## src/irq_ctrl_defs.svh

```systemverilog
// Purpose: Offsets, field positions, masks and reset values of the interrupt block
// Assumes: 32-bit APB, one aligned word per 8-bit register
// Notes:   Constants only; types live in irq_ctrl_pkg
`ifndef IRQ_CTRL_DEFS_SVH
`define IRQ_CTRL_DEFS_SVH

// ----------------------------------------
// Register byte offsets
// ----------------------------------------
`define OFS_EXT_EDGE_SELECT 12'h000
`define OFS_IRQ_CONTROL_0   12'h004
`define OFS_IRQ_CONTROL_1   12'h008
`define OFS_IRQ_CONTROL_2   12'h00c
`define OFS_IRQ_CONTROL_3   12'h010
`define OFS_GROUP_IRQ_0     12'h014
`define OFS_GROUP_IRQ_1     12'h018
`define OFS_GROUP_IRQ_2     12'h01c

// Register indices, byte address over four
`define IDX_EDGE 3'd0
`define IDX_C0   3'd1
`define IDX_C1   3'd2
`define IDX_C2   3'd3
`define IDX_C3   3'd4
`define IDX_G0   3'd5
`define IDX_G1   3'd6
`define IDX_G2   3'd7

// ----------------------------------------
// Implemented-bit masks and reset value
// ----------------------------------------
`define MASK_EDGE 8'h0f
`define MASK_C0   8'h7f
`define MASK_C1   8'hff
`define MASK_C2   8'hff
`define MASK_C3   8'h11
`define MASK_G0   8'h33
`define MASK_G1   8'hff
`define MASK_G2   8'h33
`define REG_RESET 8'h00

// ----------------------------------------
// Field positions
// ----------------------------------------
`define POS_PIN0_SEL    0
`define POS_PIN1_SEL    2
`define POS_GLOBAL_EN   0
`define POS_PIN0_EN     1
`define POS_CMP_EN      2
`define POS_GRP0_EN     3
`define POS_PIN0_FLAG   4
`define POS_CMP_FLAG    5
`define POS_GRP0_FLAG   6
`define POS_GRP1_EN     0
`define POS_GRP2_EN     1
`define POS_ADC_EN      2
`define POS_TICK0_EN    3
`define POS_GRP1_FLAG   4
`define POS_GRP2_FLAG   5
`define POS_ADC_FLAG    6
`define POS_TICK0_FLAG  7
`define POS_TICK1_EN    0
`define POS_PIN1_EN     1
`define POS_SIM_EN      2
`define POS_UART_EN     3
`define POS_TICK1_FLAG  4
`define POS_PIN1_FLAG   5
`define POS_SIM_FLAG    6
`define POS_UART_FLAG   7
`define POS_NFC_EN      0
`define POS_NFC_FLAG    4
`define POS_SUB_FLAGS   4

// Edge-select encodings
`define EDGE_OFF     2'b00
`define EDGE_RISE    2'b01
`define EDGE_FALL    2'b10
`define EDGE_BOTH    2'b11

`endif

```

## src/irq_ctrl_pkg.sv

```systemverilog
// Purpose: Types shared by the interrupt block and its bench
// Assumes: irq_ctrl_defs.svh holds the numbers
// Notes:   Vector order is also the fixed priority, lowest index first
package irq_ctrl_pkg;

	// Peripheral event pulses, one cycle each
	typedef struct packed {
		logic cmp;
		logic adc;
		logic tick0;
		logic tick1;
		logic sim;
		logic uart;
		logic nfc;
		logic stm_p;
		logic stm_a;
		logic ptm_p;
		logic ptm_a;
		logic ctm_p;
		logic ctm_a;
		logic eeprom;
		logic lvd;
	} src_events_t;

	typedef enum logic [3:0] {
		VEC_PIN0,
		VEC_CMP,
		VEC_GRP0,
		VEC_GRP1,
		VEC_GRP2,
		VEC_ADC,
		VEC_TICK0,
		VEC_TICK1,
		VEC_PIN1,
		VEC_SIM,
		VEC_UART,
		VEC_NFC
	} vec_t;

	typedef logic [7:0] reg8_t;

endpackage : irq_ctrl_pkg

```

## src/irq_ctrl.sv

```systemverilog
// Purpose: Interrupt flags, enables, edge select and vector request with APB access
// Assumes: Pins and events synchronous to pclk; sequencer acks one vector at a time
// Notes:   Zero APB wait states; one more after a setup cycle frozen by ce
//
// How it works
// - Pin 1 edge field: 00 off, 01 rising, 10 falling, 11 both.
// - Pin 0 edge field in edge register bits 1:0, same encoding.
// - Control 0 bit 0 is global enable; zero blocks every delivery.
// - Each source has a writable enable and a request flag, 1 meaning active.
// - Comparator flag control 0 bit 5, enable bit 2.
// - Pin 0 flag control 0 bit 4, enable bit 1.
// - Group 0 flag control 0 bit 6, enable bit 3; bit 7 unimplemented.
// - Tick 0 flag control 1 bit 7, enable bit 3.
// - ADC flag control 1 bit 6, enable bit 2.
// - Group 2 flag control 1 bit 5, enable bit 1.
// - Group 1 flag control 1 bit 4, enable bit 0.
// - Timer, EEPROM and LVD sub-flags live in three group registers feeding groups.
// - Internal requests from timers, comparator, ticks, LVD, EEPROM, SIM, UART, NFC, ADC.
// - Qualifying transitions on two external pins set their own flags.
// - Edge register bits 7:4 unimplemented, read zero.
// - Flags set even while disabled; no vector then.
// - Servicing clears global enable; new events still set flags.
// - Servicing a pin vector also clears that pin's flag.
// - Any set flag in control 0 to 3 raises wake regardless of enables; group sub-flags only through their group flag.
//
// The register addresses and register access over APB were chosen for this implementation.
`timescale 1ns/10ps
`include "irq_ctrl_defs.svh"

module irq_ctrl
	import irq_ctrl_pkg::*;
(
	input  wire logic        pclk,       // System clock, 50 MHz
	input  wire logic        presetn,    // Async reset, active low
	input  wire logic        ce,         // Clock enable, freezes state when low
	input  wire logic        psel,       // APB select
	input  wire logic        penable,    // APB access phase
	input  wire logic        pwrite,     // APB write
	input  wire logic [11:0] paddr,      // APB byte address
	input  wire logic [31:0] pwdata,     // APB write data
	output logic      [31:0] prdata,     // APB read data
	output logic             pready,     // APB ready
	output logic             pslverr,    // APB error on unmapped address
	input  wire logic [1:0]  ext_irq_pin,// External interrupt pins
	input  src_events_t      events,     // Peripheral event pulses
	output logic             irq_req,    // Vector request to sequencer
	output vec_t             irq_vec,    // Vector being requested
	input  wire logic        irq_ack,    // Sequencer takes the vector
	output logic             wake        // Any flag set in control 0 to 3
);

	// ----------------------------------------
	// State
	// ----------------------------------------
	reg8_t       regs_q [8];
	reg8_t       regs_d [8];
	logic [1:0]  pin_prev_q;
	logic        prev_ok_q;
	logic [31:0] prdata_q, prdata_d;
	logic        slverr_q, slverr_d;
	logic        req_q, req_d;
	vec_t        vec_q, vec_d;
	logic        wake_q, wake_d;
	// Set once read data is held for the running transfer
	logic        fresh_q, fresh_d;

	logic        mapped;
	logic [2:0]  idx;
	logic        wr_en;
	logic [1:0]  pin_hit;
	logic [11:0] pend;
	logic [11:0] pend_now;

	assign idx     = paddr[4:2];
	assign mapped  = (paddr[11:5] == 7'h00) && (paddr[1:0] == 2'b00);
	assign pready  = penable & ce & fresh_q;
	assign wr_en   = psel & penable & pwrite & ce & mapped & fresh_q;
	assign prdata  = prdata_q;
	assign pslverr = slverr_q;
	assign irq_req = req_q;
	assign irq_vec = vec_q;
	assign wake    = wake_q;

	function automatic reg8_t reg_mask(input logic [2:0] i);
		unique case (i)
			`IDX_EDGE: reg_mask = `MASK_EDGE;
			`IDX_C0:   reg_mask = `MASK_C0;
			`IDX_C1:   reg_mask = `MASK_C1;
			`IDX_C2:   reg_mask = `MASK_C2;
			`IDX_C3:   reg_mask = `MASK_C3;
			`IDX_G0:   reg_mask = `MASK_G0;
			`IDX_G1:   reg_mask = `MASK_G1;
			`IDX_G2:   reg_mask = `MASK_G2;
		endcase
	endfunction : reg_mask

	function automatic logic edge_hit(input logic [1:0] sel, input logic prev,
		input logic now);
		unique case (sel)
			`EDGE_OFF:  edge_hit = 1'b0;
			`EDGE_RISE: edge_hit = ~prev & now;
			`EDGE_FALL: edge_hit = prev & ~now;
			`EDGE_BOTH: edge_hit = prev ^ now;
		endcase
	endfunction : edge_hit

	// Enabled pending sources, in vector order
	function automatic logic [11:0] pending(input reg8_t c0, input reg8_t c1,
		input reg8_t c2, input reg8_t c3);
		pending = {
			c3[`POS_NFC_FLAG]   & c3[`POS_NFC_EN],
			c2[`POS_UART_FLAG]  & c2[`POS_UART_EN],
			c2[`POS_SIM_FLAG]   & c2[`POS_SIM_EN],
			c2[`POS_PIN1_FLAG]  & c2[`POS_PIN1_EN],
			c2[`POS_TICK1_FLAG] & c2[`POS_TICK1_EN],
			c1[`POS_TICK0_FLAG] & c1[`POS_TICK0_EN],
			c1[`POS_ADC_FLAG]   & c1[`POS_ADC_EN],
			c1[`POS_GRP2_FLAG]  & c1[`POS_GRP2_EN],
			c1[`POS_GRP1_FLAG]  & c1[`POS_GRP1_EN],
			c0[`POS_GRP0_FLAG]  & c0[`POS_GRP0_EN],
			c0[`POS_CMP_FLAG]   & c0[`POS_CMP_EN],
			c0[`POS_PIN0_FLAG]  & c0[`POS_PIN0_EN]};
	endfunction : pending

	// ----------------------------------------
	// Next state
	// ----------------------------------------
	always_comb begin
		for (int i = 0; i < 8; i++) begin
			regs_d[i] = regs_q[i];
		end
		prdata_d = prdata_q;
		slverr_d = slverr_q;
		fresh_d  = psel & ~(penable & fresh_q);

		// First running cycle of a transfer captures read data; a setup frozen
		// by ce costs one wait state rather than handing back stale data
		if (psel && !(penable && fresh_q)) begin
			prdata_d = 32'h0000_0000;
			slverr_d = ~mapped;
			if (mapped) begin
				prdata_d[7:0] = regs_q[idx] & reg_mask(idx);
			end
		end

		// Software write first, so hardware sets below win over a clear
		if (wr_en) begin
			regs_d[idx] = pwdata[7:0] & reg_mask(idx);
		end

		// Service: global enable off, pin flag cleared by hardware
		if (irq_ack && req_q) begin
			regs_d[`IDX_C0][`POS_GLOBAL_EN] = 1'b0;
			if (vec_q == VEC_PIN0) begin
				regs_d[`IDX_C0][`POS_PIN0_FLAG] = 1'b0;
			end
			if (vec_q == VEC_PIN1) begin
				regs_d[`IDX_C2][`POS_PIN1_FLAG] = 1'b0;
			end
		end

		// Event sets, regardless of enables
		pin_hit[0] = prev_ok_q & edge_hit(regs_q[`IDX_EDGE][`POS_PIN0_SEL +: 2],
			pin_prev_q[0], ext_irq_pin[0]);
		pin_hit[1] = prev_ok_q & edge_hit(regs_q[`IDX_EDGE][`POS_PIN1_SEL +: 2],
			pin_prev_q[1], ext_irq_pin[1]);
		if (pin_hit[0]) regs_d[`IDX_C0][`POS_PIN0_FLAG] = 1'b1;
		if (pin_hit[1]) regs_d[`IDX_C2][`POS_PIN1_FLAG] = 1'b1;
		if (events.cmp)   regs_d[`IDX_C0][`POS_CMP_FLAG]   = 1'b1;
		if (events.adc)   regs_d[`IDX_C1][`POS_ADC_FLAG]   = 1'b1;
		if (events.tick0) regs_d[`IDX_C1][`POS_TICK0_FLAG] = 1'b1;
		if (events.tick1) regs_d[`IDX_C2][`POS_TICK1_FLAG] = 1'b1;
		if (events.sim)   regs_d[`IDX_C2][`POS_SIM_FLAG]   = 1'b1;
		if (events.uart)  regs_d[`IDX_C2][`POS_UART_FLAG]  = 1'b1;
		if (events.nfc)   regs_d[`IDX_C3][`POS_NFC_FLAG]   = 1'b1;
		if (events.stm_p) regs_d[`IDX_G0][4] = 1'b1;
		if (events.stm_a) regs_d[`IDX_G0][5] = 1'b1;
		if (events.ptm_p) regs_d[`IDX_G1][4] = 1'b1;
		if (events.ptm_a) regs_d[`IDX_G1][5] = 1'b1;
		if (events.ctm_p) regs_d[`IDX_G1][6] = 1'b1;
		if (events.ctm_a) regs_d[`IDX_G1][7] = 1'b1;
		if (events.lvd)    regs_d[`IDX_G2][4] = 1'b1;
		if (events.eeprom) regs_d[`IDX_G2][5] = 1'b1;

		// Group flags follow enabled sub-flags; software clear only sticks once idle
		if (|(regs_q[`IDX_G0][`POS_SUB_FLAGS +: 4] & regs_q[`IDX_G0][3:0])) begin
			regs_d[`IDX_C0][`POS_GRP0_FLAG] = 1'b1;
		end
		if (|(regs_q[`IDX_G1][`POS_SUB_FLAGS +: 4] & regs_q[`IDX_G1][3:0])) begin
			regs_d[`IDX_C1][`POS_GRP1_FLAG] = 1'b1;
		end
		if (|(regs_q[`IDX_G2][`POS_SUB_FLAGS +: 4] & regs_q[`IDX_G2][3:0])) begin
			regs_d[`IDX_C1][`POS_GRP2_FLAG] = 1'b1;
		end

		// Request built from next values so it never lags the flags
		pend  = pending(regs_d[`IDX_C0], regs_d[`IDX_C1], regs_d[`IDX_C2],
			regs_d[`IDX_C3]);
		req_d = regs_d[`IDX_C0][`POS_GLOBAL_EN] & (|pend);
		vec_d = vec_q;
		for (int v = 11; v >= 0; v--) begin
			if (pend[v]) vec_d = vec_t'(v[3:0]);
		end
		wake_d = ((regs_d[`IDX_C0] | regs_d[`IDX_C1] | regs_d[`IDX_C2]
			| regs_d[`IDX_C3]) & 8'hf0) != 8'h00;
	end

	// ----------------------------------------
	// Registers
	// ----------------------------------------
	always_ff @(posedge pclk or negedge presetn) begin
		if (!presetn) begin
			for (int i = 0; i < 8; i++) begin
				regs_q[i] <= `REG_RESET;
			end
			pin_prev_q <= 2'b00;
			prev_ok_q  <= 1'b0;
			prdata_q   <= 32'h0000_0000;
			slverr_q   <= 1'b0;
			req_q      <= 1'b0;
			vec_q      <= VEC_PIN0;
			wake_q     <= 1'b0;
			fresh_q    <= 1'b0;
		end else if (ce) begin
			for (int i = 0; i < 8; i++) begin
				regs_q[i] <= regs_d[i];
			end
			pin_prev_q <= ext_irq_pin;
			prev_ok_q  <= 1'b1;
			prdata_q   <= prdata_d;
			slverr_q   <= slverr_d;
			req_q      <= req_d;
			vec_q      <= vec_d;
			wake_q     <= wake_d;
			fresh_q    <= fresh_d;
		end
	end

	// ----------------------------------------
	// Checks
	// ----------------------------------------
	assign pend_now = pending(regs_q[`IDX_C0], regs_q[`IDX_C1], regs_q[`IDX_C2],
		regs_q[`IDX_C3]);

	global_gate_a: assert property (@(posedge pclk) disable iff (!presetn)
		irq_req |-> regs_q[`IDX_C0][`POS_GLOBAL_EN])
		else $error("request while global enable is off");

	ack_clears_a: assert property (@(posedge pclk) disable iff (!presetn)
		ce && irq_ack && irq_req |=> !regs_q[`IDX_C0][`POS_GLOBAL_EN])
		else $error("global enable not cleared on service");

	pin0_ack_a: assert property (@(posedge pclk) disable iff (!presetn)
		ce && irq_ack && irq_req && irq_vec == VEC_PIN0 && !pin_hit[0]
		|=> !regs_q[`IDX_C0][`POS_PIN0_FLAG])
		else $error("pin 0 flag not cleared on service");

	rise_sets_a: assert property (@(posedge pclk) disable iff (!presetn)
		ce && prev_ok_q && regs_q[`IDX_EDGE][1:0] == `EDGE_RISE
		&& $rose(ext_irq_pin[0]) |=> regs_q[`IDX_C0][`POS_PIN0_FLAG])
		else $error("rising edge on pin 0 missed");

	fall_only_a: assert property (@(posedge pclk) disable iff (!presetn)
		ce && regs_q[`IDX_EDGE][3:2] == `EDGE_FALL && !regs_q[`IDX_C2][`POS_PIN1_FLAG]
		&& !(psel && penable && pwrite) && $rose(ext_irq_pin[1])
		|=> !regs_q[`IDX_C2][`POS_PIN1_FLAG])
		else $error("pin 1 flag set on wrong edge");

	disabled_flag_a: assert property (@(posedge pclk) disable iff (!presetn)
		ce && events.adc && !regs_q[`IDX_C1][`POS_ADC_EN]
		|=> regs_q[`IDX_C1][`POS_ADC_FLAG])
		else $error("adc flag lost while disabled");

	wake_any_a: assert property (@(posedge pclk) disable iff (!presetn)
		ce && events.nfc |=> wake)
		else $error("wake not raised by set flag");

	highest_a: assert property (@(posedge pclk) disable iff (!presetn)
		irq_req |-> pend_now[irq_vec] && ((pend_now & ((12'h001 << irq_vec) - 12'h001))
		== 12'h000))
		else $error("presented vector is not the highest pending");

	edge_read_a: assert property (@(posedge pclk) disable iff (!presetn)
		psel && penable && pready && !pwrite && paddr == `OFS_EXT_EDGE_SELECT
		|-> prdata[31:4] == 28'h0)
		else $error("unimplemented edge bits read nonzero");

	reset_zero_a: assert property (@(posedge pclk)
		$rose(presetn) |-> regs_q[`IDX_C1] == 8'h00 && !irq_req)
		else $error("state not zero after reset");

	pin1_ack_a: assert property (@(posedge pclk) disable iff (!presetn)
		ce && irq_ack && irq_req && irq_vec == VEC_PIN1 && !pin_hit[1]
		|=> !regs_q[`IDX_C2][`POS_PIN1_FLAG])
		else $error("pin 1 flag not cleared on service");

	cmp_set_a: assert property (@(posedge pclk) disable iff (!presetn)
		ce && events.cmp |=> regs_q[`IDX_C0][`POS_CMP_FLAG])
		else $error("comparator flag not set by its event");

	tick0_set_a: assert property (@(posedge pclk) disable iff (!presetn)
		ce && events.tick0 |=> regs_q[`IDX_C1][`POS_TICK0_FLAG])
		else $error("tick 0 flag not set by its event");

	group_feed_a: assert property (@(posedge pclk) disable iff (!presetn)
		ce && |(regs_q[`IDX_G2][5:4] & regs_q[`IDX_G2][1:0])
		|=> regs_q[`IDX_C1][`POS_GRP2_FLAG])
		else $error("group 2 flag not fed by an enabled sub-flag");

	idle_quiet_a: assert property (@(posedge pclk) disable iff (!presetn)
		pend_now == 12'h000 |-> !irq_req)
		else $error("request without an enabled pending flag");

	// Pin history only moves with ce, so edge checks want a running cycle before
	pin0_off_a: assert property (@(posedge pclk) disable iff (!presetn)
		ce && regs_q[`IDX_EDGE][1:0] == `EDGE_OFF && !regs_q[`IDX_C0][`POS_PIN0_FLAG]
		&& !(psel && penable && pwrite) |=> !regs_q[`IDX_C0][`POS_PIN0_FLAG])
		else $error("pin 0 flag set while its edges are off");

	pin1_rise_a: assert property (@(posedge pclk) disable iff (!presetn)
		ce && $past(ce) && prev_ok_q && regs_q[`IDX_EDGE][3:2] == `EDGE_RISE
		&& $rose(ext_irq_pin[1]) |=> regs_q[`IDX_C2][`POS_PIN1_FLAG])
		else $error("rising edge on pin 1 missed");

	pin0_fall_a: assert property (@(posedge pclk) disable iff (!presetn)
		ce && $past(ce) && prev_ok_q && regs_q[`IDX_EDGE][1:0] == `EDGE_FALL
		&& $fell(ext_irq_pin[0]) |=> regs_q[`IDX_C0][`POS_PIN0_FLAG])
		else $error("falling edge on pin 0 missed");

	pin0_vector_a: assert property (@(posedge pclk) disable iff (!presetn)
		irq_req && irq_vec == VEC_PIN0
		|-> regs_q[`IDX_C0][`POS_PIN0_FLAG] && regs_q[`IDX_C0][`POS_PIN0_EN])
		else $error("pin 0 vector without its flag and enable");

	grp0_vector_a: assert property (@(posedge pclk) disable iff (!presetn)
		irq_req && irq_vec == VEC_GRP0
		|-> regs_q[`IDX_C0][`POS_GRP0_FLAG] && regs_q[`IDX_C0][`POS_GRP0_EN])
		else $error("group 0 vector without its flag and enable");

	write_lands_a: assert property (@(posedge pclk) disable iff (!presetn)
		psel && penable && pready && pwrite && paddr == `OFS_IRQ_CONTROL_3
		|=> regs_q[`IDX_C3][`POS_NFC_EN] == $past(pwdata[`POS_NFC_EN]))
		else $error("enable write to control 3 lost");

endmodule : irq_ctrl

```

## config.mk

```make
export PLATFORM = sky130hd
export DESIGN_NAME = irq_ctrl
export DESIGN_NICKNAME = d
export VERILOG_FILES = /design/src/irq_ctrl_pkg.sv /design/src/irq_ctrl.sv
export VERILOG_INCLUDE_DIRS = /design/src
export SDC_FILE = /design/constraint.sdc
export NUM_CORES = 1
export LEC_CHECK = 0
export ABC_CLOCK_PERIOD_IN_PS = 2800
export BUFFER_PORTS_ARGS = -buffer_cell sky130_fd_sc_hd__buf_4
export CAP_MARGIN = 20
export CORE_ASPECT_RATIO = 0.8
export CORE_MARGIN = 4
export CORE_UTILIZATION = 54
export CTS_CLUSTER_DIAMETER = 30
export CTS_CLUSTER_SIZE = 20
export DETAILED_ROUTE_END_ITERATION = 7
export PLACE_DENSITY = 0.83
export SETUP_SLACK_MARGIN = 0.4
export SLEW_MARGIN = 20
export SYNTH_ARGS = -nofsm -noshare
export SYNTH_HDL_FRONTEND = slang
export SYNTH_SLANG_ARGS = --single-unit
```

## constraint.sdc

```tcl
create_clock -name pclk -period 2.8 [get_ports pclk]
set_input_delay 0.42 -clock pclk [delete_from_list [all_inputs] [get_ports pclk]]
set_output_delay 0.42 -clock pclk [all_outputs]
set_load 0.01 [all_outputs]
```

# After elaboration in Yosys (flattened, before gate mapping)
# Memories as Yosys holds them, arrays and structs flattened.
# Index checks and enable logic that the tools add are counted.
[classes] n_lt_le_gt_ge=2 eq_ne=7 muxes=50 bitwise=45 n_reduce_logical=36
[ops] op="$bwmux W64" n=1
[ops] op="$mux W56" n=1
[ops] op="$mux W8" n=7
[ops] op="$mux W4" n=12
[ops] op="$and A1 B1 Y1" n=28
[ops] op="$mux W1" n=25
[ops] op="$bmux W8 S3" n=1
[ops] op="$demux W8 S3" n=1
[ops] op="$or A8 B8 Y8" n=3
[ops] op="$reduce_and A2 Y1" n=11
[ops] op="$and A8 B8 Y8" n=2
[ops] op="$reduce_bool A2 Y1" n=8
[ops] op="$and A4 B4 Y4" n=3
[ops] op="$reduce_bool A12 Y1" n=1
[ops] op="$reduce_or A12 Y1" n=1
[ops] op="$reduce_or A4 Y1" n=3
[ops] op="$eq A2 B2 Y1 const B" n=4
[ops] op="$pmux W1 S4" n=2
[ops] op="$reduce_bool A8 Y1" n=1
[ops] op="$logic_not A7 Y1" n=1
[ops] op="$logic_not A2 Y1" n=3
[ops] op="$not A1 Y1" n=6
[ops] op="$logic_and A1 B1 Y1" n=5
[ops] op="$eq A2 B1 Y1 const B" n=2
[ops] op="7 further kinds" n=8
[totals] reg_bits=83 mem_bits_ro=112 inputBits=68 out_inout_bits=40 wordCells=166 memories=2
[mem_list] name="(name not given)" depth=8 width=7 rd=1 rd_clocked_by_memory_dff=0 write_ports=0 line="irq_ctrl.sv:85" text="unique case (i)"
[mem_list] name="(name not given)" depth=8 width=7 rd=1 rd_clocked_by_memory_dff=0 write_ports=0 line="irq_ctrl.sv:85"

# Logic depth before layout (Yosys ltp)
[depth] ltp_word=23 mapped_depth=12 depth_no_buf=11

# Worst setup path before layout
# OpenSTA, ideal clock, no wires.
[synth_timing] kind="input port to flip-flop" startpoint="input paddr[9]" endpoint="register vec_q[0], in the netlist irq_vec[0]" setup_time_ns=0.138 arrival_ns=2.663 required_time_ns=2.662 setup_slack_ns=-0.001 cell_stages=8 cell_sequence="nor4_4 -> and3_2 -> and3_4 -> mux2_2 -> o311a_1 -> or3_4 -> o41ai_2 -> o31ai_1"
[synth_via] elab_chain_cells=18 word_cells_on_any_way=46 classes_between="mux (28); bitwise (14); reduce/logical (4)"
[synth_rtl] item="start, declared" line="irq_ctrl.sv:39" text="input wire logic [11:0] paddr,"
[synth_rtl] item="$logic_not A7 Y1 *" line="irq_ctrl.sv:75" text="assign mapped = (paddr[11:5] == 7'h00) && (paddr[1:0] == 2'b00);"
[synth_rtl] item="$logic_and A1 B1 Y1 *" line="irq_ctrl.sv:75"
[synth_rtl] item="$and A1 B1 Y1 * (2 in series)" line="irq_ctrl.sv:77" text="assign wr_en = psel & penable & pwrite & ce & mapped & fresh_q;"
[synth_rtl] item="$mux W56 *" line="irq_ctrl.sv:147" text="if (wr_en) begin"
[synth_rtl] item="$mux W1 (on tied branches)" line="irq_ctrl.sv:174, irq_ctrl.sv:157"
[synth_rtl] item="$and A1 B1 Y1 or $mux W1 (tied branches)" line="irq_ctrl.sv:112, irq_ctrl.sv:152"
[synth_rtl] item="$mux W4 or $mux W1 (tied branches)" line="irq_ctrl.sv:202, irq_ctrl.sv:168"
[synth_rtl] item="$mux W4 or $and A1 B1 Y1 (tied branches)" line="irq_ctrl.sv:202, irq_ctrl.sv:114"
[synth_rtl] item="$mux W4 (9 in series)" line="irq_ctrl.sv:202" text="if (pend[v]) vec_d = vec_t'(v[3:0]);"
[synth_rtl] item="end signal, assigned" line="irq_ctrl.sv:233" text="vec_q <= vec_d;"
[synth_rtl] item="end, declared" line="irq_ctrl.sv:62" text="vec_t vec_q, vec_d;"
# Every way passes the cells marked *; elsewhere a longest branch is shown, timed or not. The select of a mux whose other input is x is not followed.
# A chain may end at the register's enable or synchronous reset.

# Final worst setup path
[layout_timing] startpoint="register fresh_q" endpoint="register vec_q[2], in the netlist irq_vec[2]"
[layout_via] elab_chain_cells=15 word_cells_on_any_way=43 classes_between="mux (28); bitwise (13); reduce/logical (2)"
[layout_rtl] item="start, declared" line="irq_ctrl.sv:65" text="logic fresh_q, fresh_d;"
[layout_rtl] item="start signal, assigned" line="irq_ctrl.sv:235" text="fresh_q <= fresh_d;"
[layout_rtl] item="$and A1 B1 Y1 *" line="irq_ctrl.sv:77"
[layout_rtl] item="$mux W56 *" line="irq_ctrl.sv:147"
[layout_rtl] item="$mux W1 (on tied branches)" line="irq_ctrl.sv:174, irq_ctrl.sv:157"
[layout_rtl] item="$and A1 B1 Y1 or $mux W1 (tied branches)" line="irq_ctrl.sv:112, irq_ctrl.sv:152"
[layout_rtl] item="$mux W4 or $mux W1 (tied branches)" line="irq_ctrl.sv:202, irq_ctrl.sv:168"
[layout_rtl] item="$mux W4 or $and A1 B1 Y1 (tied branches)" line="irq_ctrl.sv:202, irq_ctrl.sv:114"
[layout_rtl] item="$mux W4 (9 in series)" line="irq_ctrl.sv:202"
# Marked as above.

==> results.sh <==
export IMPL_status="completed"
export IMPL_vias=4124
export IMPL_power_density_mw_per_mm2=397
export IMPL_first_iter_violations=324
export IMPL_clkPwrFrac_pct=36.0
export IMPL_fin_crit_sh_pct=92.7
export IMPL_synth_area_per_cell_sq_um=9.31
export IMPL_synthCells=489
export IMPL_portBuffers=59
export IMPL_instances_no_fill=711
export IMPL_p_seq_share_pct=50.3
export IMPL_drtAntennaViolNets=0
export IMPL_post_place_cells=685
export IMPL_diodes=0
export IMPL_cts_sinks=77
export IMPL_grt_start_max_net_pins=78
export IMPL_grt_pass1_vias=3996
export IMPL_synth_area_leaders="dfrtp_1 42%, nand2_1 5.9%, mux2i_1 5.3%"
export IMPL_hold_class="input port to async pin"
export IMPL_globalplace_congestion=0.921
export IMPL_path_clk_slew_ns=0.09
export IMPL_synth_area_sq_mm=0.00455
export IMPL_fillers=610
export IMPL_p_leak_uw=0.00271
export IMPL_crit_chain="nand4_4 > or2_4 > buf_4 > nor4_1 > a211oi_2 > buf_4 > o221ai_2 > buf_4 > nor3_1 > nand2b_1 > a32o_1"
export IMPL_p_sw_share_pct=28.3
export IMPL_vdd_drop_max_v=0.000307
export IMPL_p_int_uw=1640
export IMPL_post_route_worst_setup_slack_ns=0.204
export IMPL_comb_power_share_pct=13.8
export IMPL_drive_above_1_share_pct=32.2
export IMPL_synth_seq_cells=77
export IMPL_finalSetupViolations=0
export IMPL_synth_top_area_cell="dfrtp_1"
export IMPL_die_x_um=111
export IMPL_final_util_pct=71.4
export IMPL_grt_pass1_wl_um=20800
export IMPL_io_pins=108
export IMPL_fin_hold_ws_ns=0.216
export IMPL_place_ws_ns=-0.146
export IMPL_drc=0
export IMPL_worst_ep_arrival_time_ns=2.85
export IMPL_syn2layout_area_growth_pct=26.2
export IMPL_end_kind="register"
export IMPL_maxSlewHeadroom_pct=35.9
export IMPL_htree_num_levels=3
export IMPL_cts_tree="done"
export IMPL_synth_seq_area_share_pct=42.3
export IMPL_overflow=0
export IMPL_max_stage_delay_ns=0.41
export IMPL_synth_edf_count=0
export IMPL_switchingPower_uw=644
export IMPL_synth_top_cell_area_share_pct=42.3
export IMPL_yosys_warnings=0
export IMPL_max_cap_violations=0
export IMPL_async_flop_share_pct=100
export IMPL_die_h_um=90.1
export IMPL_cts_buffers=9
export IMPL_start_kind="register"
export IMPL_cp_slowest_cell="nor4_1"
export IMPL_grt_total_usage_pct=26.1
export IMPL_crit_family="simple AND/OR/NAND/NOR gates"
export IMPL_fin_crit_ns=2.60
export IMPL_root_buffer="clkbuf_8"
export IMPL_finalHoldViolCount=0
export IMPL_cts_buffer_depth=2
export IMPL_core_sq_mm=0.00806
export IMPL_cp_max_fo=6
export IMPL_setup_worst_path_class="register to register"
export IMPL_post_drt_wl_per_cell_um=18.8
export IMPL_final_common_cell="buf_4"
export IMPL_vias_per_cell=5.80
export IMPL_fmaxAchievable_mhz=385
export IMPL_drt_pass1_iter_count=7
export IMPL_nNetsFinal=670
export IMPL_rsz0062_at_grt="true"
export IMPL_insertion_delay_ns=0.36
export IMPL_crit_required_ns=3.05
export IMPL_cp_num_buf_inv=3
export IMPL_crit_top_cell="buf_4"
export IMPL_routed_wl_um=13400
export IMPL_dieArea_sq_mm=0.00998
export IMPL_final_cell_mix="117 x buf_4, 77 x dfrtp_1, 70 x nand2_1"
export IMPL_yosysUniqueCellTypes=71
export IMPL_maxSlewViolCount=0
export IMPL_start_util_pct=56.5
export IMPL_antenna_found_initial=0
export IMPL_fin_skew_ns=0.00990
export IMPL_dp_hpwl_um=9820
export IMPL_worst_slew_pin_slew_ns=0.962
export IMPL_rows=29
export IMPL_synthFlopType="dfrtp_1"
[metrics by stage]
stage | TNS, ns | power [uW] | cell area [sq um]
final | 0 | 2280 | 5750
after global routing | 0 | 2370 | 5750
after CTS | 0 | 2280 | 5650
after detailed placement | -0.542 | 1460 | 5350
after global placement | -0.436 | 1450 | 5350
after floorplan | 0 | 1330 | 4680
[registers in the layout, indices dropped and copies added (netlist names)]
name / flops
pin_prev_q: 2
irq_vec: 4
fresh_q: 1
prdata: 8
irq_req: 1
wake: 1
prev_ok_q: 1
pslverr: 1
regs_q: 58
[layout make-up]
| type | count | area (sq um) | area share [%] |
|---|---|---|---|
| Timing Repair Buffer | 121 | 923 | 16.1 |
| Inverter | 20 | 75.1 | 1.31 |
| Tap cell | 108 | 135 | 2.35 |
| Clock inverter | 5 | 42.5 | 0.740 |
| Multi-Input combinational cell | 369 | 2490 | 43.4 |
| Clock buffer | 11 | 151 | 2.63 |
| Sequential cell | 77 | 1930 | 33.5 |
[worst paths after layout]
| check | cells after the start | startpoint | slack (ns) | to |
|---|---|---|---|---|
| setup reg to reg | 11 | fresh_q | 0.20 | irq_vec[2] |
| min in group pclk | 3 | events[7] | 0.25 | regs_q[20] |
| hold reg to reg | 2 | prdata[0] | 0.49 | prdata[0] |
| hold / removal | 1 | presetn | 0.22 | regs_q[58] |
| setup / recovery | 11 | fresh_q | 0.20 | irq_vec[2] |
| max in group asynchronous | 1 | presetn | 1.96 | regs_q[38] |
[Yosys cell counts, drive strengths merged, types with 5 or more instances]
| cell | number |
|---|---|
| buf | 34 |
| a211oi | 5 |
| a22oi | 5 |
| nand2 | 72 |
| a21oi | 28 |
| inv | 20 |
| nand3 | 12 |
| nor2 | 32 |
| dfrtp | 77 |
| mux2 | 15 |
| o21ai | 36 |
| and2 | 13 |
| a22o | 5 |
| nor3 | 9 |
| clkbuf | 12 |
| nor2b | 8 |
| nand4 | 6 |
| nand2b | 6 |
| nor4 | 5 |
| or3 | 5 |
| mux2i | 24 |
[what timing repair did]
| action | 4_1_cts | 5_1_grt |
|---|---|---|
| hold buffers | 0 | 0 |
| endpoints found under the setup margin | 6 | 6 |
| pin swaps | 9 | 10 |
| resized for setup | 13 | 18 |
| setup buffers | 7 | 3 |
| hold endpoints to repair | 0 | 0 |
[cell families after synthesis]
family | Yosys count | share of synthesized area [%]
adders and majority gates | 4 | 1.10
and+or+nand+nor | 186 | 21.4
buffers and inverters | 66 | 8.08
other | 1 | 0.0823
DFF | 77 | 42.3
muxes | 42 | 10.5
AOI/OAI and AO/OA | 113 | 16.6
[per-layer routing]
metal / GRT usage, % / share of wire [%]
met1: 35.8 / 43
met2: 39.9 / 45
met3: 6.31 / 8.3
met4: 10.9 / 3.8
met5: 0 / 0
[power groups by stage]
stage               Sequential [uW]  Clock [uW]  Combinational, uW
floorplan                      1160           0                169
global placement               1170           0                287
detailed placement             1170           0                293
CTS                            1150         830                301
global route                   1150         878                339
finish                         1150         820                314
(Power assumes the default switching activity.)
